<file path="src/rtl/lfs_pkg.sv">
// Purpose: Shared constants and carrier types for the LED string fault supervisor.
// Assumes: One 40 MHz clock; APB register access with 32-bit data.
// Notes: Register byte offsets are word aligned.
package lfs_pkg;
  localparam int unsigned NCH = 8;
  localparam logic [2:0] TMO_TICKS = 3'h6;
  localparam logic [1:0] MAX_DOWN = 2'h3;
  localparam logic [7:0] DEV_ADDR = 8'h58;
  // Register byte addresses.
  localparam logic [7:0] OFS_BRIGHT = 8'h00;
  localparam logic [7:0] OFS_CTRL = 8'h04;
  localparam logic [7:0] OFS_FAULT = 8'h08;
  localparam logic [7:0] OFS_CFG = 8'h3c;
  localparam logic [7:0] OFS_CHAN = 8'h40;
  localparam logic [7:0] OFS_GOOD = 8'h44;
  // Reset values.
  localparam logic [7:0] RST_BRIGHT = 8'hff;
  localparam logic [7:0] RST_CTRL = 8'h00;
  localparam logic [7:0] RST_CFG = 8'h01;
  // Configuration fields: threshold select and short-detect disable; control register backlight bit.
  localparam int unsigned CFG_THR_LSB = 0;
  localparam int unsigned CFG_SDIS_BIT = 2;
  localparam int unsigned CTRL_BL_BIT = 0;
  // Fault status bit positions.
  localparam int unsigned FLT_ANY_BIT = 0;
  localparam int unsigned FLT_THRM_BIT = 1;
  localparam int unsigned FLT_OV_BIT = 2;

  typedef struct packed {
    logic [NCH-1:0] at_target;
    logic [NCH-1:0] conducting;
    logic [NCH-1:0][2:0] above_lvl;
    logic ov;
    logic otp_lo;
    logic otp_hi;
  } lfs_sense_s;

  typedef struct packed {
    logic [31:0] prdata;
    logic pready;
    logic pslverr;
  } lfs_apb_rsp_s;
endpackage : lfs_pkg

</file>
<file path="src/rtl/lfs_chan_timer.sv">
// Purpose: Per-channel fault time-out counter on dimming ticks.
// Assumes: tick is a one-cycle enable on the same clock.
// Notes: Expiry is a one-cycle pulse.
`timescale 1ns/1ps
`default_nettype none
module lfs_chan_timer
  import lfs_pkg::*;
(
  // Clock and reset.
  input wire logic pclk,
  input wire logic presetn,
  // Control.
  input wire logic fault,
  input wire logic tick,
  // Result.
  output logic expire
);
  typedef struct packed {
    logic [2:0] cnt;
    logic exp;
  } lfs_tmr_s;
  lfs_tmr_s s_q, s_d;

  always_comb begin
    s_d = s_q;
    s_d.exp = 1'b0;
    if (!fault) begin
      s_d.cnt = 3'h0;
    end else if (tick) begin
      if (s_q.cnt == TMO_TICKS - 3'h1) begin
        s_d.cnt = 3'h0;
        s_d.exp = 1'b1;
      end else begin
        s_d.cnt = s_q.cnt + 3'h1;
      end
    end
  end

  always_ff @(posedge pclk or negedge presetn) begin
    if (!presetn) begin
      s_q <= '0;
    end else begin
      s_q <= s_d;
    end
  end

  assign expire = s_q.exp;
endmodule : lfs_chan_timer
`default_nettype wire

</file>
<file path="src/rtl/lfs_supervisor.sv">
// Purpose: Fault supervisor for eight LED strings with an APB register file.
// Assumes: Sense inputs are asynchronous comparator levels; dim_tick is an asynchronous pin.
// Notes: Registers written over APB stand in for the serial host's write byte path.
//
// Added by the designer: the register addresses and the APB slave port.
`timescale 1ns/1ps
`default_nettype none
// Contract
// - Short above threshold disables channel after six ticks.
// - Short expiry with three down kills all.
// - Open channel under overvoltage off after six ticks.
// - Zener-bridged conducting channel stays on, sets regulation.
// - Upper over-temperature switches all channels off.
// - Lower over-temperature times out under-target channels.
// - Overvoltage times out under-target channels only.
// - Completed write stores data in selected register; here only with pstrb[0] set, and fault, channel and good ignore writes.
// - Device drives data only in own cycles.
// - Direction bit high reads, low writes; here APB pwrite high writes and low reads.
// - Good once at target; later drop means open.
// - Upper over-temperature latches off, sets thermal bit.
// - Short threshold selectable, default middle, disableable.
module lfs_supervisor
  import lfs_pkg::*;
(
  // Clock and reset.
  input wire logic pclk,
  input wire logic presetn,
  // APB slave.
  input wire logic psel,
  input wire logic penable,
  input wire logic pwrite,
  input wire logic [7:0] paddr,
  input wire logic [31:0] pwdata,
  input wire logic [3:0] pstrb,
  output logic [31:0] prdata,
  output logic pready,
  output logic pslverr,
  // Analog comparator levels and dimming tick.
  input wire lfs_sense_s sense,
  input wire logic dim_tick,
  // Channel drive.
  output logic [NCH-1:0] chan_en,
  output logic [NCH-1:0] reg_select,
  output logic boost_en,
  output logic [7:0] brightness
);
  typedef struct packed {
    lfs_sense_s s1;
    lfs_sense_s s2;
    logic [2:0] tk;
    logic [7:0] bright;
    logic [7:0] ctrl;
    logic [7:0] cfg;
    logic [7:0] fault;
    logic [NCH-1:0] good;
    logic [NCH-1:0] down;
    logic [NCH-1:0] regsel;
    logic all_off;
    logic thrm_off;
    logic bl_prev;
    logic [NCH-1:0] chan_on;
    logic boost;
    lfs_apb_rsp_s rsp;
  } lfs_state_s;
  lfs_state_s q, d;

  logic [NCH-1:0] short_f, open_f, expire;
  logic tick_pulse;
  logic run;

  function automatic logic [2:0] count_ones(input logic [NCH-1:0] v);
    logic [2:0] n;
    n = 3'h0;
    for (int i = 0; i < NCH; i++) begin
      if (v[i] && n != 3'h7) begin
        n = n + 3'h1;
      end
    end
    return n;
  endfunction : count_ones

  function automatic logic [31:0] read_mux(input logic [7:0] a, input lfs_state_s s);
    logic [31:0] r;
    r = 32'h0;
    unique case (a)
      OFS_BRIGHT: r[7:0] = s.bright;
      OFS_CTRL: r[7:0] = s.ctrl;
      OFS_FAULT: r[7:0] = s.fault;
      OFS_CFG: r[7:0] = s.cfg;
      OFS_CHAN: r[NCH-1:0] = ~s.down & {NCH{~s.all_off}};
      OFS_GOOD: r[NCH-1:0] = s.good;
      default: r = 32'h0;
    endcase
    return r;
  endfunction : read_mux

  function automatic logic addr_ok(input logic [7:0] a);
    return a == OFS_BRIGHT || a == OFS_CTRL || a == OFS_FAULT || a == OFS_CFG
           || a == OFS_CHAN || a == OFS_GOOD;
  endfunction : addr_ok

  assign tick_pulse = q.tk[1] & ~q.tk[2];
  // Faults are judged only while strings are driven, since an unlit string reads as open.
  assign run = q.bl_prev & ~q.all_off & ~q.thrm_off;

  // Fault conditions per channel; expiry handled by one timer each.
  for (genvar g = 0; g < NCH; g++) begin : g_ch
    logic thr_hit;
    always_comb begin
      thr_hit = q.s2.above_lvl[g][q.cfg[CFG_THR_LSB +: 2] > 2'h2 ? 2'h1 : q.cfg[CFG_THR_LSB +: 2]];
    end
    // Short detection only below the upper thermal limit.
    assign short_f[g] = thr_hit & ~q.cfg[CFG_SDIS_BIT] & ~q.s2.otp_hi & ~q.down[g] & run;
    // Open: not good under overvoltage or lower thermal, or dropped after good.
    assign open_f[g] = ~q.down[g] & ~q.s2.at_target[g]
                       & (q.good[g] | q.s2.ov | q.s2.otp_lo) & ~thr_hit & run;
    lfs_chan_timer u_tmr (
      .pclk(pclk),
      .presetn(presetn),
      .fault(short_f[g] | open_f[g]),
      .tick(tick_pulse),
      .expire(expire[g])
    );
  end

  always_comb begin
    logic wr_acc;
    logic [7:0] hi_v;
    wr_acc = 1'b0;
    hi_v = 8'h0;
    d = q;
    d.s1 = sense;
    d.s2 = q.s1;
    d.tk = {q.tk[1:0], dim_tick};
    d.rsp.pready = 1'b0;
    d.rsp.pslverr = 1'b0;
    d.rsp.prdata = 32'h0;
    d.bl_prev = q.ctrl[CTRL_BL_BIT];
    // Good marking.
    d.good = q.good | (q.s2.at_target & ~q.down);
    // Time-outs disable single channels.
    d.down = q.down | expire;
    if (|(expire & short_f) && count_ones(q.down) >= {1'b0, MAX_DOWN}) begin
      d.all_off = 1'b1;
    end
    if (q.s2.otp_hi) begin
      d.thrm_off = 1'b1;
      d.fault[FLT_THRM_BIT] = 1'b1;
    end
    if (q.s2.ov) begin
      d.fault[FLT_OV_BIT] = 1'b1;
    end
    if (|expire) begin
      d.fault[FLT_ANY_BIT] = 1'b1;
    end
    // APB: answer one cycle after the access phase starts.
    if (psel && penable && !q.rsp.pready) begin
      d.rsp.pready = 1'b1;
      d.rsp.pslverr = ~addr_ok(paddr);
      d.rsp.prdata = pwrite ? 32'h0 : read_mux(paddr, q);
      wr_acc = pwrite & addr_ok(paddr) & pstrb[0];
    end
    if (wr_acc) begin
      hi_v = pwdata[7:0];
      unique case (paddr)
        OFS_BRIGHT: d.bright = hi_v;
        OFS_CTRL: d.ctrl = hi_v & 8'h07;
        OFS_CFG: d.cfg = hi_v & 8'h07;
        default: d.fault = d.fault;
      endcase
    end
    // Re-enabling the backlight clears the latched shutdown; hardware set still wins.
    if (q.ctrl[CTRL_BL_BIT] && !q.bl_prev) begin
      d.thrm_off = q.s2.otp_hi;
      d.all_off = 1'b0;
      d.down = expire;
      d.good = q.s2.at_target & ~expire;
      d.fault = 8'h00;
      d.fault[FLT_THRM_BIT] = q.s2.otp_hi;
      d.fault[FLT_OV_BIT] = q.s2.ov;
      d.fault[FLT_ANY_BIT] = |expire;
    end
    // Enables come from flops so the pins never glitch while the state decodes.
    d.chan_on = ~d.down & {NCH{~d.all_off & ~d.thrm_off & d.bl_prev}};
    d.boost = ~d.thrm_off & ~d.all_off & d.bl_prev;
    // Regulation follows conducting strings still on, including zener-bridged ones.
    d.regsel = q.s2.conducting & d.chan_on;
  end

  always_ff @(posedge pclk or negedge presetn) begin
    if (!presetn) begin
      q <= '0;
      q.bright <= RST_BRIGHT;
      q.ctrl <= RST_CTRL;
      q.cfg <= RST_CFG;
    end else begin
      q <= d;
    end
  end

  assign prdata = q.rsp.prdata;
  assign pready = q.rsp.pready;
  assign pslverr = q.rsp.pslverr;
  assign chan_en = q.chan_on;
  assign reg_select = q.regsel;
  assign boost_en = q.boost;
  assign brightness = q.bright;
endmodule : lfs_supervisor
`default_nettype wire

</file>
<file path="config.mk">
export PLATFORM = sky130hd
export DESIGN_NAME = lfs_supervisor
export DESIGN_NICKNAME = d
export VERILOG_FILES = /design/src/rtl/lfs_pkg.sv /design/src/rtl/lfs_chan_timer.sv /design/src/rtl/lfs_supervisor.sv
export SDC_FILE = /design/constraint.sdc
export NUM_CORES = 1
export LEC_CHECK = 0
export CAP_MARGIN = 20
export CORE_AREA = 2 2 140 142
export DETAILED_ROUTE_END_ITERATION = 10
export DIE_AREA = 0 0 142 144
export DONT_BUFFER_PORTS = 1
export GPL_ROUTABILITY_DRIVEN = 0
export PLACE_DENSITY_LB_ADDON = 0.05
export REMOVE_ABC_BUFFERS = 1
export SYNTH_ARGS = -nofsm -noshare
export SYNTH_HDL_FRONTEND = slang
export SYNTH_SLANG_ARGS = --single-unit
</file>
<file path="constraint.sdc">
create_clock -name pclk -period 7.7 [get_ports pclk]
set_input_delay 0.77 -clock pclk [delete_from_list [all_inputs] [get_ports pclk]]
set_output_delay 0.77 -clock pclk [all_outputs]
set_load 0.1 [all_outputs]
</file>
Word-level counts from Yosys, hierarchy flattened
Cells that the tools add are included.
{"block": "classes", "add_sub_neg": 15, "magnitude_cmp": 3, "eq_ne": 28, "muxes": 76, "bitwise": 138, "n_reduce_logical": 24}
{"cell": "$and A1 B1 Y1", "count": 71}
{"cell": "$mux W3", "count": 22}
{"cell": "$and A8 B8 Y8", "count": 6}
{"cell": "$pmux W8 S6", "count": 1}
{"cell": "$add A3 B1 Y3 const B", "count": 14}
{"cell": "$mux W4", "count": 8}
{"cell": "$not A1 Y1", "count": 32}
{"cell": "$mux W1", "count": 31}
{"cell": "$eq A3 B3 Y1 const B", "count": 8}
{"cell": "$mux W24", "count": 1}
{"cell": "$not A8 Y8", "count": 3}
{"cell": "$or A1 B1 Y1", "count": 24}
{"cell": "$ne A3 B3 Y1 const B", "count": 6}
{"cell": "$bmux W1 S2", "count": 8}
{"cell": "$eq A8 B7 Y1 const B", "count": 2}
{"cell": "$ne A2 B2 Y1 const B", "count": 8}
{"cell": "$or A8 B8 Y8", "count": 2}
{"cell": "$reduce_or A8 Y1", "count": 2}
{"cell": "$logic_and A1 B1 Y1", "count": 11}
{"cell": "$mux W10", "count": 1}
{"cell": "$eq A8 B3 Y1 const B", "count": 1}
{"cell": "$eq A8 B4 Y1 const B", "count": 1}
{"cell": "$eq A8 B6 Y1 const B", "count": 1}
{"cell": "$logic_not A8 Y1", "count": 1}
{"cell": "10 further kinds", "count": 19}
{"block": "word_totals", "reg_bits": 213, "inputBits": 93, "out_inout_bits": 59}

Longest topological paths before layout
Gate-level depths: netlist (run 1).
{"block": "depth", "ltp_word": 31, "mapped_depth": 32, "mapped_depth_nobuf": 29}

Hierarchy
Synthesis (run 1) repeated with hierarchy kept, for this count alone.
{"block": "hier_totals", "cells_unflattened": 622, "hier_area_um2": 7696.1}
{"mod": "lfs_supervisor", "n_inst": 1, "cells_per_inst": 510, "area_per_inst_um2": 6274.8, "seq_area_each_um2": 3814.9}
{"mod": "lfs_chan_timer", "n_inst": 8, "cells_per_inst": 14, "area_per_inst_um2": 177.7, "seq_area_each_um2": 100.1}

Least setup slack after synthesis (run 1)
Ideal clock, no wire load.
{"block": "synth_path", "path_kind": "register -> register", "startpoint": "reg q[54] (netlist bit)", "endpoint": "reg q[45] (netlist bit)", "setup_ps": 120, "t_arrival_ps": 5791, "setup_slack_ps": 1789, "stages_incl_launch_ff": 33, "path_buffers": 3, "cell_sequence": "dfrtp_1 > inv_1 > ha_1 > xnor2_4 > inv_1 > ha_1 > ha_1 > nor2b_1 > buf_2 > o31ai_1 > ha_1 > ha_1 > nand2b_1 > xnor3_2 > inv_1 > ha_1 > ha_1 > nor2b_1 > clkbuf_1 > nand2_1 > o31ai_1 > ha_1 > ha_1 > nand2b_1 > nand2_1 > o31ai_1 > ha_1 > ha_1 > nand2b_1 > o21ai_0 > a211o_1 > buf_2 > a22o_4"}
{"element": "from (decl)", "line_no": "lfs_supervisor.sv:65", "text": "lfs_state_s q, d;"}

==> impl_metrics.ini, run 1 <==
[clock_tree]
cts_tree = yes
root_buffer = clkbuf_16
clk_pin_slew_ps = 70
holdBufCountCts = 0
clock_sinks = 184
clock_path_buffers = 2
insertion_delay_ps = 430
post-cts-setup-buffer-count = 0
htreeDepth = 4
cts_buffers = 17
postCtsResizedCells = 0

[outcome]
status = finished clean

[die]
rows = 51
core-area_sq_mm = 0.01908
io_pins = 152
floorplan.initialDensity_pct = 40.09
die_y_um = 144
die_w_um = 142
die_area_sq_mm = 0.02045

[timing]
final_hold_viol_count = 0
finalWorstSetupSlack_ps = 776.3
drv_slew = 0
slew-limit-headroom_pct = 39.07
holdWs_ps = 40.30
finalSetupTns_ps = 0
rsz0062_at_grt = false
min_period_ps = 6924
setup_viol = 0
worst_pin_slew_ps = 914.6
fmax_mhz = 144.4
worst_clock_skew_ps = 12.07
fin_crit_sh_pct = 89.92

[layout]
design_area_sq_mm = 0.008137
fin_cells = 850
area_delta_synth_final_pct = 6.380
finalNetCount = 705
fillers = 1765
mostFrequentLayoutCell = dfrtp_1
drive_gt1_share_pct = 13.07
antennaDiodeCount = 0
layout_common_cells = dfrtp_1, nor2_1, nand2_1, nor3_1
fin_util_pct = 42.65

[worst_setup_path]
critPathCaptureType = flip-flop
path_buf_inv = 3
arrival_ps = 7220
crit_top_cell = ha_1
rrSetupSlack_ps = 780
required_ps = 7990
worst-setup-path-type = flip-flop to flip-flop
startpoint_type = flip-flop
critPathMaxFanout = 18
critPathTopFamily = adder cells
cp_slowest_cell = a211o_1
max_stage_delay_ps = 530

[synthesis]
synth_top_area_cell = dfrtp_1
ys_async_sr_fraction_pct = 100.0
synth_edf_count = 0
dominantRegCellSynth = dfrtp_1
synth.area.top_cells = dfrtp_1, buf_4, mux2_2
synth_seq_cells = 184
synth_warnings = 0
syn_area_per_cell_sq_um = 12.12
synth_top_area_share_pct = 57.26
yosysUniqueCellTypes = 58
synth.yosys.seq_area_share_pct = 60.35
syn-cell-area_sq_mm = 0.007649
syn_inst = 631

[grt]
met3_usage_pct = 3.742
first_global_vias = 4341
grtUsageTotal_pct = 15.56
grt_max_degree = 185
grt-ovfl-total = 0
grt.busiest_layer = met2
use_met1_pct = 20.82
grtUsageMet2_pct = 25.07
grt_first_pass_wirelength_um = 23840
antenna_found_initial = 0

[place]
dpl_worst_slack_ps = 625.1
post-dp-hpwl_um = 10900
place_area_sq_mm = 0.007523
port_buffers = 0
placed_cells = 818

[detailed_routing]
wl_per_cell_um = 17.88
avgViaCountPerCell = 5.101
vias = 4336
drc_errors = 0
dr.pass1.iters = 4
drtIter0Drc = 238
postRouteAntennaNets = 0
wl_um = 15200

[hold_path]
hp-class = input pin to async pin

[power]
p_per_area_mw_per_mm2 = 242.2
irDropWorstVdd_v = 0.0001532
power_mw = 1.971
p_leak_nw = 3.551

[flow_run]
cap_viol_max_count = 0
state kept, by name, indices dropped and copies added, names as in the netlist:
| register | flops |
|---|---|
| brightness | 8 |
| pready | 1 |
| boost_en | 1 |
| prdata | 8 |
| reg_select | 8 |
| pslverr | 1 |
| chan_en | 8 |
| g_ch.u_tmr.expire | 8 |
| q | 71 |
| d | 46 |
| g_ch.u_tmr.s_q | 24 |
cell families (layout without fill, tap and decap cells):
family	Yosys count	after routing	synth area share [%]
other	1	24	0.04903
and+or+nand+nor	189	189	12.53
buffers and inverters	101	59	8.032
muxes	38	38	5.529
DFF	184	184	60.35
AOI/OAI and AO/OA	91	91	9.341
xor gates and xnor gates	14	14	2.045
adders and majority gates	13	13	2.127
synth_stat cells (2+ instances only):
cell	number
buf_4	56
nor2_1	47
nand2_1	36
dfrtp_1	175
o2111a_1	4
a21oi_1	20
clkbuf_1	13
nand3_1	9
ha_1	13
nand3b_1	3
a21o_1	4
a211oi_1	11
nor3_1	30
dfstp_2	9
o31ai_1	3
a32o_1	8
or3_1	10
buf_6	3
a211o_1	2
xnor2_1	12
nor4_1	8
o21ai_0	10
o2111ai_1	4
mux2_4	2
nor2b_1	4
a2111oi_0	5
a221oi_1	5
a2111oi_1	2
nor3b_1	9
nand2b_1	23
mux2i_1	10
inv_1	26
o22ai_1	3
mux2_2	26
buf_2	2
nor4b_1	2
layer usage:
metal | vias up | routed length, um
li1 | 2060 | -
met3 | 18 | 566
met5 | - | 0
met2 | 98 | 7592
met4 | 0 | 231
met1 | 2160 | 6813
layout make-up:
cell class | instances | area, sq um | share of cell area, %
Timing Repair Buffer | 1 | 7.507 | 0.09227
Multi-Input combinational cell | 369 | 2507 | 30.82
Clock inverter | 13 | 157.7 | 1.938
Sequential cell | 184 | 4616 | 56.73
Clock buffer | 19 | 452.9 | 5.567
Tap cell | 238 | 297.8 | 3.660
Inverter | 26 | 97.59 | 1.199
worst register-to-register path: cells and delay by family, from the launching register on:
| family | cells | cell delay (ps) |
|---|---|---|
| buf+inv | 3 | 250 |
| compound gates | 6 | 1700 |
| flops | 1 | 430 |
| fa+ha+maj | 11 | 2280 |
| xor+xnor | 2 | 730 |
| simple gates | 7 | 1410 |
final timing paths:
check,from,to,depth (start not counted)
max reg2reg,q[54]$_DFF_PN0_,reg_select[2]$_DFF_PN0_,29
min in group pclk,d[136]$_DFF_PN0_,q[136]$_DFF_PN0_,0
min reg2reg,d[136]$_DFF_PN0_,q[136]$_DFF_PN0_,0
max in group asynchronous,presetn,brightness[1]$_DFFE_PN1P_,0
min,presetn,d[103]$_DFF_PN0_,0
max,q[54]$_DFF_PN0_,reg_select[2]$_DFF_PN0_,29
where the power goes:
part / internal (mW) / total, mW / switching [mW]
combinational: 0.00843 / 0.0675 / 0.0591
clock: 0.508 / 0.899 / 0.391
sequential: 0.990 / 1.00 / 0.0141
Note: power is estimated with default switching activity, not from simulation.
==> run 2, diff against run 1 <==
- PLACE_DENSITY_LB_ADDON: 0.05 -> default
==> run 2 against run 1 <==
Against the previous run:
- clock power is 5.7% higher
- sequential share of layout area is 0.34 points lower
- sequential power hardly changed
- core utilization is 0.26 points higher
- non-clock buffer count stayed put
- critical path depth stayed put
- die area stayed put
- power is 2.6% higher
- clock skew is 6.5 ps lower
- critical path type unchanged
- critical endpoint is now reg_select[0]$_DFF_PN0_
- largest power group unchanged
==> impl_metrics.ini, run 2 (synthesis results as in run 1) <==
[timing]
worst_pin_slew_ps = 890.9
finalSetupTns_ps = 0
drv_slew = 0
worst_clock_skew_ps = 5.606
final_hold_viol_count = 0
min_period_ps = 7062
fin_crit_sh_pct = 91.72
fmax_mhz = 141.6
rsz0062_at_grt = false
slew-limit-headroom_pct = 40.65
setup_viol = 0

[detailed_routing]
postRouteAntennaNets = 0
drtIter0Drc = 425
vias = 4438
dr.pass1.iters = 6
avgViaCountPerCell = 5.221
drc_errors = 0
wl_per_cell_um = 18.03
wl_um = 15330

[layout]
area_delta_synth_final_pct = 7.018
mostFrequentLayoutCell = dfrtp_1
drive_gt1_share_pct = 13.24
fin_cells = 850
antennaDiodeCount = 0
regMostFlops = q
layout_common_cells = dfrtp_1, nor2_1, nand2_1, nor3_1
fillers = 1730
design_area_sq_mm = 0.008185
finalNetCount = 705
largest_register_ffs = 71

[clock_tree]
postCtsResizedCells = 0
root_buffer = clkbuf_16
insertion_delay_ps = 430
clk_pin_slew_ps = 70
clock_path_buffers = 2
htreeDepth = 4
holdBufCountCts = 0
clock_sinks = 184
cts_tree = yes
post-cts-setup-buffer-count = 0
cts_buffers = 17

[worst_setup_path]
worst-setup-path-type = flip-flop to flip-flop
path_buf_inv = 3
required_ps = 7990
cp_slowest_cell = xnor3_2
arrival_ps = 7350
r2r_cells = 29
crit_top_cell = ha_1
critPathTopFamily = adder cells
crit_cells = 29
critPathCaptureType = flip-flop
critPathMaxFanout = 18
max_stage_delay_ps = 540
startpoint_type = flip-flop

[die]
die_y_um = 144
die_w_um = 142
io_pins = 152
rows = 51
core-area_sq_mm = 0.01908
die_area_sq_mm = 0.02045
floorplan.initialDensity_pct = 40.09

[place]
port_buffers = 0
post-dp-hpwl_um = 11120
place_area_sq_mm = 0.007523
placed_cells = 818

[hold_path]
hp-class = input pin to async pin

[grt]
grt_max_degree = 185
grtUsageTotal_pct = 15.86
grt_first_pass_wirelength_um = 24510
grt-ovfl-total = 0
first_global_vias = 4636
antenna_found_initial = 0

[outcome]
status = finished clean

[power]
p_leak_nw = 3.566
p_per_area_mw_per_mm2 = 247.1
irDropWorstVdd_v = 0.0001447

[flow_run]
cap_viol_max_count = 0
## run 2: path summary, 6_finish.rpt
kind | startpoint | endpoint | slack [ps]
worst max-delay path | q[54]$_DFF_PN0_ | reg_select[0]$_DFF_PN0_ | 640
worst min-delay path | presetn | d[112]$_DFF_PN0_ | 40
worst max register to register | q[54]$_DFF_PN0_ | reg_select[0]$_DFF_PN0_ | 640
worst min register to register | d[140]$_DFF_PN0_ | q[140]$_DFF_PN0_ | 350
max in group asynchronous | presetn | brightness[3]$_DFFE_PN1P_ | 7320
min in group pclk | d[140]$_DFF_PN0_ | q[140]$_DFF_PN0_ | 350
## run 2: metrics by stage
step	hold WS [ps]	total power [mW]	worst slack, ps	utilization (%)
2_1_floorplan	331.2	1.083	1590	-
3_3_place_gp	336.0	1.090	953.6	39.43
3_5_place_dp	334.7	1.091	390.0	39.43
4_1_cts	15.38	2.047	343.2	42.87
5_1_grt	9.511	2.097	88.06	42.90
6_report	39.14	2.023	637.6	42.90
## run 2: cell type report
| type | instances | area, sq um | area share (%) |
|---|---|---|---|
| well taps | 238 | 297.8 | 3.638 |
| clock buffers | 17 | 425.4 | 5.197 |
| flip-flops and latches | 184 | 4616 | 56.39 |
| multi-input cells | 369 | 2511 | 30.68 |
| clock inverters | 15 | 230.2 | 2.813 |
| inverters | 26 | 97.59 | 1.192 |
| repair buffers | 1 | 7.507 | 0.09172 |
## run 2: where the power goes
part | internal (mW) | switching, mW | leakage (nW)
clock | 0.558 | 0.392 | 0.318
combinational | 0.00843 | 0.0588 | 0.976
sequential | 0.990 | 0.0144 | 2.27
total | 1.56 | 0.466 | 3.57
## run 2: worst register-to-register path: cells and delay by family (launching register included)
kind / cells / cell delay (ps)
compound gates: 6 / 1740
xor+xnor: 2 / 750
fa+ha+maj: 11 / 2330
buf+inv: 3 / 240
flops: 1 / 430
simple gates: 7 / 1430
## run 2: per-layer routing
metal	global-route usage [%]	share of wire [%]
met5	0	0
met2	27.00	51
met1	19.83	43
met4	5.211	1.6
met3	4.073	4.5
==> run 3, diff against run 2 <==
- CELL_PAD_IN_SITES_DETAIL_PLACEMENT: default -> 1
- CELL_PAD_IN_SITES_GLOBAL_PLACEMENT: default -> 1
- PLACE_DENSITY_LB_ADDON: default -> 0.1
==> run 3 against run 2 <==
Against the previous run:
- via count decreased by 0.81%
- cell count down 0.12%
- fmax fell by 0.69%
- sequential power about the same
- core utilization fell by 0.14 points
- sequential cell count stayed put
- cell area fell by 0.34%
- wire length is 3.1% higher
- critical path type unchanged
==> impl_metrics.ini, run 3 (synthesis results as in run 1) <==
[clock_tree]
cts_tree = yes
post-cts-setup-buffer-count = 0
postCtsResizedCells = 0
root_buffer = clkbuf_16
clk_pin_slew_ps = 70
clock_path_buffers = 2
cts_buffers = 17
clock_sinks = 184
insertion_delay_ps = 430
htreeDepth = 4
holdBufCountCts = 0

[detailed_routing]
avgViaCountPerCell = 5.185
vias = 4402
drtIter0Drc = 166
drc_errors = 0
dr.pass1.iters = 4
postRouteAntennaNets = 0
wl_per_cell_um = 18.61
wl_um = 15800

[layout]
finalNetCount = 705
layout_common_cells = dfrtp_1, nor2_1, nand2_1, nor3_1
fin_util_pct = 42.76
regMostFlops = q
area_delta_synth_final_pct = 6.658
largest_register_ffs = 71
drive_gt1_share_pct = 13.09
mostFrequentLayoutCell = dfrtp_1
antennaDiodeCount = 0

[flow_run]
cap_viol_max_count = 0

[timing]
fmax_mhz = 140.6
min_period_ps = 7112
fin_crit_sh_pct = 92.36
setup_viol = 0
drv_slew = 0
holdWs_ps = 48.12
rsz0062_at_grt = false
final_hold_viol_count = 0
finalSetupTns_ps = 0
worst_clock_skew_ps = 8.705
worst_pin_slew_ps = 894.1
slew-limit-headroom_pct = 40.43

[die]
die_area_sq_mm = 0.02045
rows = 51
die_w_um = 142
core-area_sq_mm = 0.01908
io_pins = 152
floorplan.initialDensity_pct = 40.09
die_y_um = 144

[place]
post-dp-hpwl_um = 11560
port_buffers = 0

[worst_setup_path]
startpoint_type = flip-flop
critPathCaptureType = flip-flop
worst-setup-path-type = flip-flop to flip-flop
rrSetupSlack_ps = 590
required_ps = 7990
cp_slowest_cell = a211o_1
critPathMaxFanout = 18
arrival_ps = 7400
crit_top_cell = ha_1
max_stage_delay_ps = 540

[grt]
grt_first_pass_wirelength_um = 25700
grt-ovfl-total = 0
antenna_found_initial = 0
grtUsageTotal_pct = 16.64
grt_max_degree = 185
first_global_vias = 4740

[power]
p_per_area_mw_per_mm2 = 244.2
irDropWorstVdd_v = 0.0001597
p_leak_nw = 3.551

[outcome]
status = finished clean

[hold_path]
hp-class = input pin to async pin
## run 3: cell count changes in the layout (fill, tap and decap cells not counted)
cell / previous run / this run
a2111oi_1: 3 / 1
clkbuf_8: 0 / 3
bufinv_16: 4 / 3
clkinv_4: 2 / 1
inv_8: 3 / 1
nor2b_1: 2 / 3
clkinvlp_4: 1 / 2
a2111oi_0: 4 / 5
nor2b_2: 2 / 1
a2111oi_2: 1 / 2
clkinv_8: 1 / 0
## run 3: metal layers
| layer | vias up | GRT usage, % | share of wire [%] |
|---|---|---|---|
| li1 | 2060 | - | - |
| met1 | 2246 | 21.54 | 45 |
| met4 | 0 | 4.737 | 1.0 |
| met2 | 85 | 27.94 | 51 |
| met3 | 11 | 4.073 | 2.7 |
| met5 | - | 0 | 0 |
## run 3: through the flow
stage               cells  setup slack, ps  power [mW]  cell area (sq um)
CTS                   849            405.0       2.016               8150
finish                849            588.3       1.992               8158
detailed placement    818            457.2       1.091               7523
floorplan             579             1590       1.083               7218
global route          849            27.14       2.064               8158
global placement      818            810.9       1.090               7523
## run 3: worst paths after layout
check	end	cells after the start	from
hold reg to reg	q[120]$_DFF_PN0_	0	d[120]$_DFF_PN0_
max in group asynchronous	q[78]$_DFFE_PN1P_	0	presetn
setup reg to reg	reg_select[4]$_DFF_PN0_	29	q[54]$_DFF_PN0_
min in group pclk	q[120]$_DFF_PN0_	0	d[120]$_DFF_PN0_
setup / recovery	reg_select[4]$_DFF_PN0_	29	q[54]$_DFF_PN0_
hold / removal	q[116]$_DFF_PN0_	0	presetn
## run 3: final cells by class
cell class              instances  area (sq um)
clock inverters                11         160.2
clock buffers                  20         466.7
repair buffers                  1         7.507
inverters                      26         97.59
well taps                     238         297.8
fillers                      2030         10920
flip-flops and latches        184          4616
multi-input cells             369          2512
## run 3: critical path, delay by kind of cell, from the launching register on
kind / cells / cell delay (ps)
adder cells (fa/ha/maj): 11 / 2320
AO/OA/AOI/OAI: 6 / 1770
AND/OR/NAND/NOR: 7 / 1460
XOR/XNOR: 2 / 740
flip-flops: 1 / 420
buffers and inverters: 3 / 260
## run 3: where the power goes
part           switching [mW]  internal, mW
Clock                   0.377         0.542
Sequential             0.0147         0.991
Combinational          0.0593       0.00844
